[config.mk]
export PLATFORM = sky130hd
export DESIGN_NAME = tmmc_ctrl
export DESIGN_NICKNAME = d
export VERILOG_FILES = /design/src/logic/tmmc_pkg.sv /design/src/logic/tmmc_motion_qual.sv /design/src/logic/tmmc_ctrl.sv
export SDC_FILE = /design/constraint.sdc
export NUM_CORES = 1
export LEC_CHECK = 0
export ABC_CLOCK_PERIOD_IN_PS = 3170
export BUFFER_PORTS_ARGS = -buffer_cell sky130_fd_sc_hd__buf_2
export CORE_MARGIN = 4
export CORE_UTILIZATION = 45
export DETAILED_ROUTE_END_ITERATION = 8
export PLACE_DENSITY = 0.67
export REMOVE_ABC_BUFFERS = 1
export SYNTH_ARGS = -nofsm -noshare
export SYNTH_HDL_FRONTEND = slang
export SYNTH_SLANG_ARGS = --single-unit
[constraint.sdc]
create_clock -name pclk -period 3.17 [get_ports pclk]
set_input_delay 0.317 -clock pclk [delete_from_list [all_inputs] [get_ports pclk]]
set_output_delay 0.317 -clock pclk [all_outputs]
set_load 0.01 [all_outputs]
[src/logic/tmmc_pkg.sv]
// Constants, register map and state encoding of the tracker mode and motion controller.
// Functional notes
// After power-on enter command or tracking mode per stored start setting; factory picks command.
// Track command enters tracking; escape sequence in tracking returns to command mode.
// Keep user profiles 0 and 1; profile-write stores active set any time.
// Factory profile is constant; both user profiles start with factory contents.
// At power-on load designated user profile, default 0, designation command may pick 1.
// Factory-load soft reset loads factory set; power reset reloads designated profile.
// Recall command loads chosen user profile; power reset reloads designated profile.
// Callable on: reports every interval up to seven days, radio kept on between.
// Any of four inputs' chosen edge starts immediate report, then normal tracking resumes.
// Callable on: motion sensor input fully disregarded.
// Same-place skipping drops scheduled report when position stayed inside radius.
// Callable off: power down between reports and ignore all commands, escape too.
// Callable off: escape honoured only while acquiring fix or transmitting.
// Callable off: remote profile update applied only at next wake.
// Motion period split in one-minute blocks; block valid with sensitivity closures.
// Motion report only after all blocks valid; invalid block restarts qualification.
// After motion report, ignore motion for wait minutes; other inputs stay active.
// Sensor chatters while moving, rests closed; count closures from its level.
// Hybrid: non-callable while still; qualified motion switches to moving, callable.
// Hybrid moving: qualifier runs; no qualification within calm minutes returns to still.
// Emergency tracking ignores escape and completes a send attempt before normal tracking.
// Synchronise sensor and count one closure per open-to-closed transition.
package tmmc_pkg;
  // ==========================================================================
  // Register map (byte addresses)
  localparam logic [7:0] A_CMD    = 8'h00;
  localparam logic [7:0] A_POLICY = 8'h04;
  localparam logic [7:0] A_IVAL   = 8'h08;
  localparam logic [7:0] A_MOTION = 8'h0c;
  localparam logic [7:0] A_TRIG   = 8'h10;
  localparam logic [7:0] A_STATUS = 8'h14;
  // ==========================================================================
  // Command codes in bits [2:0] of A_CMD, argument in bit 3
  localparam logic [2:0] C_TRACK   = 3'h1;
  localparam logic [2:0] C_ESCAPE  = 3'h2;
  localparam logic [2:0] C_PWRITE  = 3'h3;
  localparam logic [2:0] C_DESIG   = 3'h4;
  localparam logic [2:0] C_FACTORY = 3'h5;
  localparam logic [2:0] C_RECALL  = 3'h6;
  localparam logic [2:0] C_START   = 3'h7;
  localparam int         CMD_ARG   = 3;
  // ==========================================================================
  // Policy register fields
  localparam logic [1:0] POL_CALL   = 2'h0;
  localparam logic [1:0] POL_NOCALL = 2'h1;
  localparam logic [1:0] POL_HYB    = 2'h2;
  localparam int         P_SKIP     = 2;
  localparam int         P_AWAKE    = 3;
  // ==========================================================================
  // Parameter set: interval in seconds, motion word {calm, wait, minutes, sens}
  localparam int          IVAL_W    = 20;
  localparam logic [19:0] FAC_IVAL  = 20'h00e10;
  localparam logic [31:0] FAC_MOT   = 32'h05050305;
  localparam int          MAX_IVAL_S = 7 * 24 * 3600;
  // ==========================================================================
  // Timing
  localparam int          CLK_MHZ     = 125;
  localparam int          SECOND_US   = 1000000;
  localparam int          CYC_PER_SEC = SECOND_US * CLK_MHZ;
  localparam logic [5:0]  MINUTE_S    = 6'h3c;
  // ==========================================================================
  // Controller states
  typedef enum logic [4:0] {
    ST_BOOT = 5'b00001,
    ST_CMD  = 5'b00010,
    ST_IDLE = 5'b00100,
    ST_ACQ  = 5'b01000,
    ST_SEND = 5'b10000
  } tmmc_state_t;
endpackage

[src/logic/tmmc_motion_qual.sv]
// Motion qualifier: counts sensor closures per one-minute block.
`timescale 1ns/1ps
`default_nettype none
module tmmc_motion_qual
  import tmmc_pkg::*;
#(
  parameter int CNT_W = 8
) (
  // Clock and reset
  input  wire logic             clk,
  input  wire logic             rst_n,
  // Control
  input  wire logic             enable,
  input  wire logic             min_tick,
  input  wire logic [CNT_W-1:0] sens,
  input  wire logic [7:0]       minutes,
  // Sensor level, high means contact closed
  input  wire logic             sense,
  // Result
  output logic                  qualified
);
  logic             s1;
  logic             s2;
  logic             s3;
  logic [CNT_W-1:0] cnt;
  logic [7:0]       blk;
  logic             closure;
  logic             valid;

  always_ff @(posedge clk or negedge rst_n)
  begin
    if (!rst_n)
    begin
      s1 <= 1'b1;
      s2 <= 1'b1;
      s3 <= 1'b1;
    end
    else
    begin
      s1 <= sense;
      s2 <= s1;
      s3 <= s2;
    end
  end

  assign closure = s2 & ~s3;
  assign valid   = (cnt >= sens);

  always_ff @(posedge clk or negedge rst_n)
  begin
    if (!rst_n)
    begin
      cnt       <= '0;
      blk       <= 8'h00;
      qualified <= 1'b0;
    end
    else if (!enable)
    begin
      cnt       <= '0;
      blk       <= 8'h00;
      qualified <= 1'b0;
    end
    else
    begin
      qualified <= 1'b0;
      if (min_tick)
      begin
        cnt <= '0;
        if (!valid)
          blk <= 8'h00;
        else if (blk + 8'h01 >= minutes)
        begin
          blk       <= 8'h00;
          qualified <= 1'b1;
        end
        else
          blk <= blk + 8'h01;
      end
      else if (closure && cnt != '1)
        cnt <= cnt + 1'b1;
    end
  end
endmodule
`default_nettype wire

[src/logic/tmmc_ctrl.sv]
// Tracker mode controller with profiles, report scheduling and motion policies.
//
// Decided for this implementation: the APB slave port and the address map.
`timescale 1ns/1ps
`default_nettype none
module tmmc_ctrl
  import tmmc_pkg::*;
#(
  parameter int CYC_SEC = CYC_PER_SEC
) (
  // Clock, power reset and non-volatile store clear
  input  wire logic        pclk,
  input  wire logic        presetn,
  input  wire logic        nv_clear_n,
  // APB slave
  input  wire logic        psel,
  input  wire logic        penable,
  input  wire logic        pwrite,
  input  wire logic [7:0]  paddr,
  input  wire logic [31:0] pwdata,
  output logic [31:0]      prdata,
  output logic             pready,
  output logic             pslverr,
  // Inputs and report engine
  input  wire logic [3:0]  ext_in,
  input  wire logic        motion_sense,
  input  wire logic        emerg_active,
  input  wire logic        fix_done,
  input  wire logic        pos_moved,
  input  wire logic        send_done,
  input  wire logic        send_ok,
  // Remote profile update
  input  wire logic        remote_valid,
  input  wire logic [19:0] remote_ival,
  input  wire logic [31:0] remote_mot,
  // Mode outputs
  output logic             tracking,
  output logic             fix_req,
  output logic             send_req,
  output logic             radio_on,
  output logic             sleeping
);
  tmmc_state_t       state;
  tmmc_state_t       next_state;
  logic [19:0]       prof_ival [2];
  logic [31:0]       prof_mot [2];
  logic              start_trk;
  logic              desig;
  logic [19:0]       act_ival;
  logic [31:0]       act_mot;
  logic [3:0]        policy;
  logic [7:0]        rise_en;
  logic [3:0]        ext_q;
  logic              trig_pend;
  logic              evt_rpt;
  logic              mot_rpt;
  logic              moving;
  logic [7:0]        calm_cnt;
  logic [7:0]        wait_cnt;
  logic              upd_pend;
  logic [19:0]       upd_ival;
  logic [31:0]       upd_mot;
  logic [31:0]       sec_cnt;
  logic              sec_tick;
  logic [5:0]        min_sub;
  logic              min_tick;
  logic [19:0]       ival_cnt;
  logic              acc;
  logic              wr;
  logic              cmd_wr;
  logic [2:0]        code;
  logic              arg;
  logic              callable;
  logic              asleep;
  logic              cmd_ok;
  logic              esc_ok;
  logic              trk_ok;
  logic              edge_hit;
  logic              qual;
  logic              qual_en;
  logic              wake;
  logic              skip;

  // ==========================================================================
  // Bus decode
  assign acc    = psel & penable & ~pready;
  assign wr     = acc & pwrite;
  assign code   = pwdata[2:0];
  assign arg    = pwdata[CMD_ARG];
  assign cmd_wr = wr && paddr == A_CMD && cmd_ok;

  assign callable = policy[1:0] == POL_CALL || (policy[1:0] == POL_HYB && moving);
  assign asleep   = state == ST_IDLE && !callable;
  assign cmd_ok   = !asleep;
  // Emergency tracking keeps the escape from cutting a report short.
  assign esc_ok   = cmd_wr && code == C_ESCAPE && !emerg_active
                    && (state == ST_ACQ || state == ST_SEND || state == ST_IDLE);
  assign trk_ok   = cmd_wr && code == C_TRACK && state == ST_CMD;

  always_ff @(posedge pclk or negedge presetn)
  begin
    if (!presetn)
    begin
      pready  <= 1'b0;
      pslverr <= 1'b0;
      prdata  <= 32'h00000000;
    end
    else
    begin
      pready  <= acc;
      pslverr <= acc && paddr > A_STATUS;
      prdata  <= 32'h00000000;
      if (acc && !pwrite)
        case (paddr)
          A_POLICY: prdata <= {28'h0000000, policy};
          A_IVAL:   prdata <= {12'h000, act_ival};
          A_MOTION: prdata <= act_mot;
          A_TRIG:   prdata <= {24'h000000, rise_en};
          A_STATUS: prdata <= {16'h0000, wait_cnt[3:0], upd_pend, moving, desig, start_trk, 3'h0, state};
          default:  prdata <= 32'h00000000;
        endcase
    end
  end

  // ==========================================================================
  // Stored settings survive power resets; only the store clear restores them.
  always_ff @(posedge pclk or negedge nv_clear_n)
  begin
    if (!nv_clear_n)
    begin
      start_trk    <= 1'b0;
      desig        <= 1'b0;
      prof_ival[0] <= FAC_IVAL;
      prof_ival[1] <= FAC_IVAL;
      prof_mot[0]  <= FAC_MOT;
      prof_mot[1]  <= FAC_MOT;
    end
    else if (cmd_wr)
    begin
      if (code == C_START)
        start_trk <= arg;
      if (code == C_DESIG)
        desig <= arg;
      if (code == C_PWRITE)
      begin
        prof_ival[arg] <= act_ival;
        prof_mot[arg]  <= act_mot;
      end
    end
  end

  // ==========================================================================
  // Active parameter set
  always_ff @(posedge pclk or negedge presetn)
  begin
    if (!presetn)
    begin
      act_ival <= FAC_IVAL;
      act_mot  <= FAC_MOT;
      policy   <= {2'b00, POL_CALL};
      rise_en  <= 8'h00;
    end
    else if (state == ST_BOOT)
    begin
      act_ival <= prof_ival[desig];
      act_mot  <= prof_mot[desig];
    end
    else if (upd_pend && next_state == ST_ACQ && state == ST_IDLE)
    begin
      act_ival <= upd_ival;
      act_mot  <= upd_mot;
    end
    else if (remote_valid && callable)
    begin
      act_ival <= remote_ival;
      act_mot  <= remote_mot;
    end
    else if (cmd_wr && code == C_FACTORY)
    begin
      act_ival <= FAC_IVAL;
      act_mot  <= FAC_MOT;
    end
    else if (cmd_wr && code == C_RECALL)
    begin
      act_ival <= prof_ival[arg];
      act_mot  <= prof_mot[arg];
    end
    else if (wr && cmd_ok)
      case (paddr)
        A_POLICY: policy <= pwdata[3:0];
        A_IVAL:   act_ival <= pwdata[19:0];
        A_MOTION: act_mot <= pwdata;
        A_TRIG:   rise_en <= pwdata[7:0];
        default:  ;
      endcase
  end

  // A remote update that arrives while asleep waits for the next wake.
  always_ff @(posedge pclk or negedge presetn)
  begin
    if (!presetn)
    begin
      upd_pend <= 1'b0;
      upd_ival <= FAC_IVAL;
      upd_mot  <= FAC_MOT;
    end
    else if (remote_valid && !callable)
    begin
      upd_pend <= 1'b1;
      upd_ival <= remote_ival;
      upd_mot  <= remote_mot;
    end
    else if (state == ST_IDLE && next_state == ST_ACQ)
      upd_pend <= 1'b0;
  end

  // ==========================================================================
  // Second and minute ticks
  always_ff @(posedge pclk or negedge presetn)
  begin
    if (!presetn)
    begin
      sec_cnt  <= 32'h00000000;
      sec_tick <= 1'b0;
      min_sub  <= 6'h00;
      min_tick <= 1'b0;
    end
    else
    begin
      sec_tick <= sec_cnt == 32'(CYC_SEC - 1);
      sec_cnt  <= (sec_cnt == 32'(CYC_SEC - 1)) ? 32'h00000000 : sec_cnt + 32'h00000001;
      min_tick <= sec_tick && min_sub == MINUTE_S - 6'h01;
      if (sec_tick)
        min_sub <= (min_sub == MINUTE_S - 6'h01) ? 6'h00 : min_sub + 6'h01;
    end
  end

  // Interval 0 gives back-to-back reports.
  always_ff @(posedge pclk or negedge presetn)
  begin
    if (!presetn)
      ival_cnt <= 20'h00000;
    else if (state != ST_IDLE)
      ival_cnt <= 20'h00000;
    else if (sec_tick && ival_cnt < act_ival)
      ival_cnt <= ival_cnt + 20'h00001;
  end

  // ==========================================================================
  // Edge triggers on the four inputs
  assign edge_hit = |((rise_en[3:0] & ext_in & ~ext_q) | (rise_en[7:4] & ~ext_in & ext_q));

  always_ff @(posedge pclk or negedge presetn)
  begin
    if (!presetn)
    begin
      ext_q     <= 4'hf;
      trig_pend <= 1'b0;
    end
    else
    begin
      ext_q <= ext_in;
      // An edge seen in IDLE wakes the controller at once, so only edges during a report are queued.
      if (edge_hit && (state == ST_ACQ || state == ST_SEND))
        trig_pend <= 1'b1;
      else if (state == ST_IDLE && next_state == ST_ACQ)
        trig_pend <= 1'b0;
    end
  end

  // ==========================================================================
  // Motion policies
  assign qual_en = (state != ST_CMD && state != ST_BOOT) && (policy[1:0] == POL_HYB
                   || (policy[1:0] == POL_NOCALL && policy[P_AWAKE] && wait_cnt == 8'h00));

  tmmc_motion_qual u_qual (
    .clk       (pclk),
    .rst_n     (presetn),
    .enable    (qual_en),
    .min_tick  (min_tick),
    .sens      (act_mot[7:0]),
    .minutes   (act_mot[15:8]),
    .sense     (motion_sense),
    .qualified (qual)
  );

  always_ff @(posedge pclk or negedge presetn)
  begin
    if (!presetn)
    begin
      moving   <= 1'b0;
      calm_cnt <= 8'h00;
      wait_cnt <= 8'h00;
    end
    else
    begin
      if (policy[1:0] != POL_HYB)
        moving <= 1'b0;
      else if (qual)
      begin
        moving   <= 1'b1;
        calm_cnt <= 8'h00;
      end
      else if (moving && min_tick)
      begin
        if (calm_cnt + 8'h01 >= act_mot[31:24])
          moving <= 1'b0;
        calm_cnt <= calm_cnt + 8'h01;
      end
      if (state == ST_SEND && send_done && send_ok && mot_rpt)
        wait_cnt <= act_mot[23:16];
      else if (min_tick && wait_cnt != 8'h00)
        wait_cnt <= wait_cnt - 8'h01;
    end
  end

  // ==========================================================================
  // Mode sequencing
  assign wake = ival_cnt >= act_ival || trig_pend || edge_hit
                || (qual && policy[1:0] == POL_NOCALL);
  assign skip = policy[P_SKIP] && !pos_moved && !evt_rpt;

  always_comb
  begin
    next_state = state;
    case (state)
      ST_BOOT: next_state = start_trk ? ST_IDLE : ST_CMD;
      ST_CMD:  if (trk_ok) next_state = ST_IDLE;
      ST_IDLE:
        if (esc_ok && callable) next_state = ST_CMD;
        else if (wake) next_state = ST_ACQ;
      ST_ACQ:
        if (esc_ok) next_state = ST_CMD;
        else if (fix_done) next_state = skip ? ST_IDLE : ST_SEND;
      ST_SEND:
        if (esc_ok) next_state = ST_CMD;
        else if (send_done) next_state = ST_IDLE;
      default: next_state = ST_BOOT;
    endcase
  end

  always_ff @(posedge pclk or negedge presetn)
  begin
    if (!presetn)
    begin
      state   <= ST_BOOT;
      evt_rpt <= 1'b0;
      mot_rpt <= 1'b0;
    end
    else
    begin
      state <= next_state;
      if (state == ST_IDLE && next_state == ST_ACQ)
      begin
        evt_rpt <= trig_pend || edge_hit || qual;
        mot_rpt <= qual && ival_cnt < act_ival && !trig_pend && !edge_hit;
      end
    end
  end

  always_ff @(posedge pclk or negedge presetn)
  begin
    if (!presetn)
    begin
      tracking <= 1'b0;
      fix_req  <= 1'b0;
      send_req <= 1'b0;
      radio_on <= 1'b0;
      sleeping <= 1'b0;
    end
    else
    begin
      tracking <= next_state == ST_IDLE || next_state == ST_ACQ || next_state == ST_SEND;
      fix_req  <= next_state == ST_ACQ;
      send_req <= next_state == ST_SEND;
      radio_on <= !(next_state == ST_IDLE && !callable);
      sleeping <= next_state == ST_IDLE && !callable;
    end
  end
endmodule
`default_nettype wire

* After elaboration in Yosys (flattened, before gate mapping)
Index checks and enable logic that the tools add are counted.
Storage, ports and cells: bits of input ports 109, output and inout port bits 39, register bits 371
Operators by class: $add $sub $neg 7, $lt $le $gt $ge 9, reductions and logical operators 85, bitwise operators 21, multiplexer cells 70, equal/unequal tests 31
Operators with widths (count):
- two-way mux 32 bit | 16
- two-way mux 20 bit | 16
- one-hot mux 32 bit (5 select lines) | 1
- two-way mux 8 bit | 11
- bitwise mux 64 bit | 1
- logical AND 1 bit | 41
- bitwise mux 40 bit | 1
- two-way mux 5 bit | 8
- adder 32 x 1 -> 32 bit, second input constant | 1
- demux 32 bit (select 1 bit) | 1
- equality test 32 x 27 -> 1 bit, second input constant | 1
- one-hot mux 5 bit (5 select lines) | 1
- adder 8 x 1 -> 8 bit, second input constant | 3
- greater-or-equal comparator 8 bit | 3
- adder 20 x 1 -> 20 bit, second input constant | 1
- demux 20 bit (select 1 bit) | 1
- greater-or-equal comparator 20 bit | 1
- less-than comparator 20 bit | 1
- nonzero test 6 bit | 3
- AND 4 bit | 4
- equality test 8 x 4 -> 1 bit, second input constant | 2
- equality test 8 x 5 -> 1 bit, second input constant | 2
- logical NOT 8 bit | 2
- AND reduction 2 bit | 7
- other kinds (39) | 94

* Logic depth before layout (Yosys ltp)
depth in word-level cells 18, depth in mapped cells 11, mapped depth without buffers 10

* Hierarchy
A second synthesis with hierarchy kept.
Unflattened totals: cell total of the unflattened synthesis 1839, area, all modules 19671.4 sq um
Modules (own cells, without submodules):
- tmmc_ctrl | cells each 1702, instances 1, area an instance 18325.1 sq um
- tmmc_motion_qual | cells each 137, instances 1, area an instance 1346.3 sq um

* Worst setup path before layout
Ideal clock, no wire load.
kind in2reg, start point input port paddr[2], end point register act_ival[2], library setup time 0.126 ns, arrival time 2.827 ns, stages 9, setup slack 0.217 ns, cells stage by stage clkbuf_1 -> or4_1 -> or2_4 -> nor4_4 -> a31oi_4 -> o211ai_2 -> buf_2 -> mux2_2 -> a221o_1
On the way: longest elaborated chain between the ends 14, elaborated cells between the ends (all ways) 28, those cells by class eq/ne (2); mux (10); reduce/logical (16)
Ends and longest elaborated chain:
- start: declaration | RTL line tmmc_ctrl.sv:19 | input wire logic [7:0] paddr,
- logical NOT 8 bit | RTL line tmmc_ctrl.sv:90 | assign cmd_wr = wr && paddr == A_CMD && cmd_ok;
- logical AND 1 bit (2 in series) | RTL line tmmc_ctrl.sv:90
- logical AND 1 bit (2 in series) | RTL line tmmc_ctrl.sv:96 | assign esc_ok = cmd_wr && code == C_ESCAPE && !emerg_active
- logical AND 1 bit | RTL line tmmc_ctrl.sv:97 | && (state == ST_ACQ || state == ST_SEND || state == ST_IDLE);
- logical AND 1 bit | RTL line tmmc_ctrl.sv:330 | if (esc_ok && callable) next_state = ST_CMD;
- two-way mux 5 bit | RTL line tmmc_ctrl.sv:330
- one-hot mux 5 bit (5 select lines) | RTL line tmmc_ctrl.sv:326 | case (state)
- equality test 5 x 4 -> 1 bit | RTL line tmmc_ctrl.sv:168 | else if (upd_pend && next_state == ST_ACQ && state == ST_IDLE)
- logical AND 1 bit (2 in series) | RTL line tmmc_ctrl.sv:168
- nonzero test 6 bit (no line) or two-way mux 20 bit (tied branches)
- AND reduction 2 bit (no line) or two-way mux 20 bit (tied branches)
- end signal: assignment | RTL line tmmc_ctrl.sv:165 | act_ival <= prof_ival[desig];
- end signal: assignment | RTL line tmmc_ctrl.sv:170 | act_ival <= upd_ival;
- end signal: assignment | RTL line tmmc_ctrl.sv:175 | act_ival <= remote_ival;
- end: declaration | RTL line tmmc_ctrl.sv:49 | logic [19:0] act_ival;
Several ways; a longest one is shown, not always the timed one. A chain may end at the register's enable or synchronous reset.

* Worst setup path after layout
start point register act_ival[19], end point register act_ival[16]
On the way: longest elaborated chain between the ends 12, elaborated cells between the ends (all ways) 15, those cells by class order compare (1); eq/ne (1); mux (5); reduce/logical (8)
Ends and longest elaborated chain:
- greater-or-equal comparator 20 bit * | RTL line tmmc_ctrl.sv:319 | assign wake = ival_cnt >= act_ival || trig_pend || edge_hit
- logical OR 1 bit * (2 in series) | RTL line tmmc_ctrl.sv:319
- logical OR 1 bit * | RTL line tmmc_ctrl.sv:320 | || (qual && policy[1:0] == POL_NOCALL);
- two-way mux 5 bit * | RTL line tmmc_ctrl.sv:331 | else if (wake) next_state = ST_ACQ;
- two-way mux 5 bit * | RTL line tmmc_ctrl.sv:330
- one-hot mux 5 bit (5 select lines) * | RTL line tmmc_ctrl.sv:326
- equality test 5 x 4 -> 1 bit * | RTL line tmmc_ctrl.sv:168
- logical AND 1 bit * (2 in series) | RTL line tmmc_ctrl.sv:168
- nonzero test 6 bit (no line) or two-way mux 20 bit (tied branches)
- AND reduction 2 bit (no line) or two-way mux 20 bit (tied branches)
Every way passes the cells marked *; elsewhere a longest branch is shown, timed or not.

==> results.toml <==
[outcome]
run_status = "complete, no violations"

[clock_network]
numCtsBuffers = 42
clock_sinks = 371
clk_latency_ps = 570
clock_path_buffers = 3
cts_tree = "done"
clk_root_buffer_cell = "clkbuf_16"
cts_max_level = 2
clk_pin_slew_worst_paths_ps = 60

[logic_synthesis]
synthTopCellsByArea = "dfrtp_1 (40%), mux2_2 (9.9%), dfstp_2 (7.5%), mux2i_1 (5.0%), nor2_1 (3.5%)"
synth_adder_area_share = 0.0325
synth-xor-area-share = 0.0343
syn_inst = 1881
synth_top_family_by_area = "multiplexers"
synth_compound_area_frac = 0.121
ys_ff_latch = 371
synth_top_cell_by_area = "dfrtp_1"
synthMuxAreaShare = 0.156
synth_edf_count = 0
synth-simple-area-share = 0.139
yosysWarningCount = 0
netlist_area_sq_mm = 0.0196
syn_avg_cell_area_sq_um = 10.4
synth_top_area_share = 0.401
synth_async_sr_flop_share = 1.00
ys_seq_area_frac = 0.476
ys.flop_type = "dfrtp_1"
ys_types = 68

[critical_path]
required_ps = 3630
cp.arrival_ps = 3560
cp-end-kind = "register"
cp_max_fo = 12
critical_path_buf_inv_count = 4
slowest_stage = "dfrtp_1"
cpLargestDelayFamily = "compound AO/OA/AOI/OAI gates"
crit_top_cell = "nand4_1"
critical_path_class = "reg2reg"
path_cells = "inv_1 > ha_1 > nand4_1 > buf_4 > nor2_1 > a22oi_2 > nand4_1 > o211ai_4 > buf_6 > buf_12 > mux2_2 > a221o_1"
cp_slowest_stage_delay_ps = 360
cp-start-kind = "register"

[pwr]
power_uw = 13500
p_leak_uw = 0.0107
power_density_mw_per_mm2 = 572
vdd_drop_max_mv = 0.347

[sta]
setup_viol = 0
timing.hold.ws_ps = 23.9
skew_ps = 18.0
period_needed_ps = 3110
hold_violations = 0
relSlewSlack = 0.392
post-route-period-util = 0.980
fmax_mhz = 322
drv_slew = 0
fin_setup_tns_ps = 0
tightest_slew_ps = 913

[detailed_routing]
drt_iter0_drc = 1295
wl_per_cell_um = 21.8
vias_per_cell = 5.77
drt-total-wl_um = 59300
detail-route-antenna-nets = 0
first_pass_iters = 7
num_vias = 15700
post-route-drc-count = 0

[global_routing]
antenna_found_initial = 0
grt.total_usage = 0.248
first_global_vias = 16000
grt_pass1_wl_um = 91900
grt.overflow.total = 0
grt_max_degree = 73

[placed_design]
gp_congestion = 0.912
dp.cells = 2591
dp_hpwl_um = 40100
portBuffers = 147

[cells_and_area]
final_cell_count_no_fill = 2727
nets = 2268
area_growth_pct = 20.2
drive_gt1_frac = 0.277
multiInputGateArea_sq_mm = 0.00957
final-seq-area_sq_mm = 0.00936
nFillCells = 3704
antenna_cells = 0

[floorplan]
die_h_um = 217
dieArea_sq_mm = 0.0470
fp-row-count = 76
coreArea_sq_mm = 0.0431
ios = 148
initial_core_util = 0.456
die_w_um = 217

[flow_run]
cap_violations = 0

[worst_hold_path]
hold_class = "in2reg"
[synthesized netlist by cell type (7+ instances only)]
master	n
dfrtp_1	315
nor2_1	182
mux2_2	173
nand2_1	164
mux2i_1	98
o21ai_0	88
inv_1	81
clkbuf_1	71
a21oi_1	56
dfstp_2	56
ha_1	51
a211oi_1	45
nor2b_1	44
xnor2_1	44
a221o_1	39
xor2_1	33
nand3_1	31
nand4_1	25
o31ai_1	23
nor3_1	22
nor4_1	21
buf_2	19
and3_1	18
nand2b_1	16
a221oi_1	13
and2_1	12
mux2_1	12
a21o_1	9
a31oi_1	8
buf_1	8
buf_6	8
o211ai_1	7
o22ai_1	7
[layout make-up]
cell class	count	share of cell area
sequential	371	0.396
clock buffer	59	0.0519
multi-input combinational	1320	0.405
inverter	81	0.0129
timing repair buffer	292	0.0931
tap	585	0.0310
clock inverter	19	0.00938
[per-layer routing]
layer  GRT usage  share of wire  wire (um)  vias up
met5           0              0          0        -
met4      0.0837          0.032       1880        0
met3      0.0483          0.072       4280      118
met2       0.397           0.46      27400      596
met1       0.341           0.43      25700     7874
li1            -              -          -     7145
[cells in the final DEF (no fill, tap or decap), types with 12 or more instances in the layout]
master and n:
dfstp_2 56, o21ai_0 85, ha_1 50, xnor2_1 44, buf_12 15, nor2b_1 42, dfrtp_1 314, nand2_1 163
a221o_1 39, buf_4 85, nor2_1 182, dlygate4sd3_1 38, nor3_1 21, a21oi_1 55, nand3_1 31, mux2_1 12
nor4_1 20, buf_2 144, inv_1 80, nand2b_1 15, and3_1 17, mux2i_1 98, mux2_2 173, nand4_1 25
a221oi_1 13, o31ai_1 23, clkbuf_16 45, xor2_1 33, a211oi_1 44
[worst paths after layout]
kind | to | cells past startpoint | start | slack [ps]
max | act_ival[16] | 12 | act_ival[19] | 60
min | upd_ival[12] | 2 | remote_ival[12] | 20
max reg2reg | act_ival[16] | 12 | act_ival[19] | 60
min reg2reg | u_qual.s2 | 0 | u_qual.s1 | 350
max in group asynchronous | act_ival[10] | 3 | presetn | 1850
min in group asynchronous | prof_mot[25] | 2 | nv_clear_n | 220
[cells by family (layout without fill, tap and decap cells)]
kind of cell,after synthesis,in the layout
muxes,283,283
DFF,371,371
AOI/OAI and AO/OA,337,337
xor gates and xnor gates,77,77
and+or+nand+nor,572,572
buffers and inverters,190,451
adders and majority gates,51,51
[state kept, by name (all words and copies together), names as in the netlist, 20 cells and up]
register / flops
act_ival: 20
act_mot: 32
ival_cnt: 20
prdata: 32
prof_ival: 40
prof_mot: 64
sec_cnt: 32
upd_ival: 20
upd_mot: 32
[per-stage QoR]
step	util	area, sq um	worst slack (ps)
6_report	0.548	23600	64.0
5_1_grt	0.548	23600	-50.4
4_1_cts	0.542	23300	4.42
3_5_place_dp	0.499	21500	-53.1
3_3_place_gp	0.499	21500	-11.3
2_1_floorplan	-	19100	-1390
[power by group]
part	switching (uW)	internal (uW)	leakage [uW]	total, uW
clock	2040	3040	0.000712	5080
sequential	419	5190	0.00481	5610
combinational	1700	1120	0.00515	2820
[timing repair]
item	4_1_cts	5_1_grt
hold buffers	38	0
setup buffers	2	15
cloned	0	3
setup endpoints to repair	20	61
pin swaps	2	9
hold endpoints to repair	120	0
resized for setup	1	21
Power figures use the tool's default switching activity.
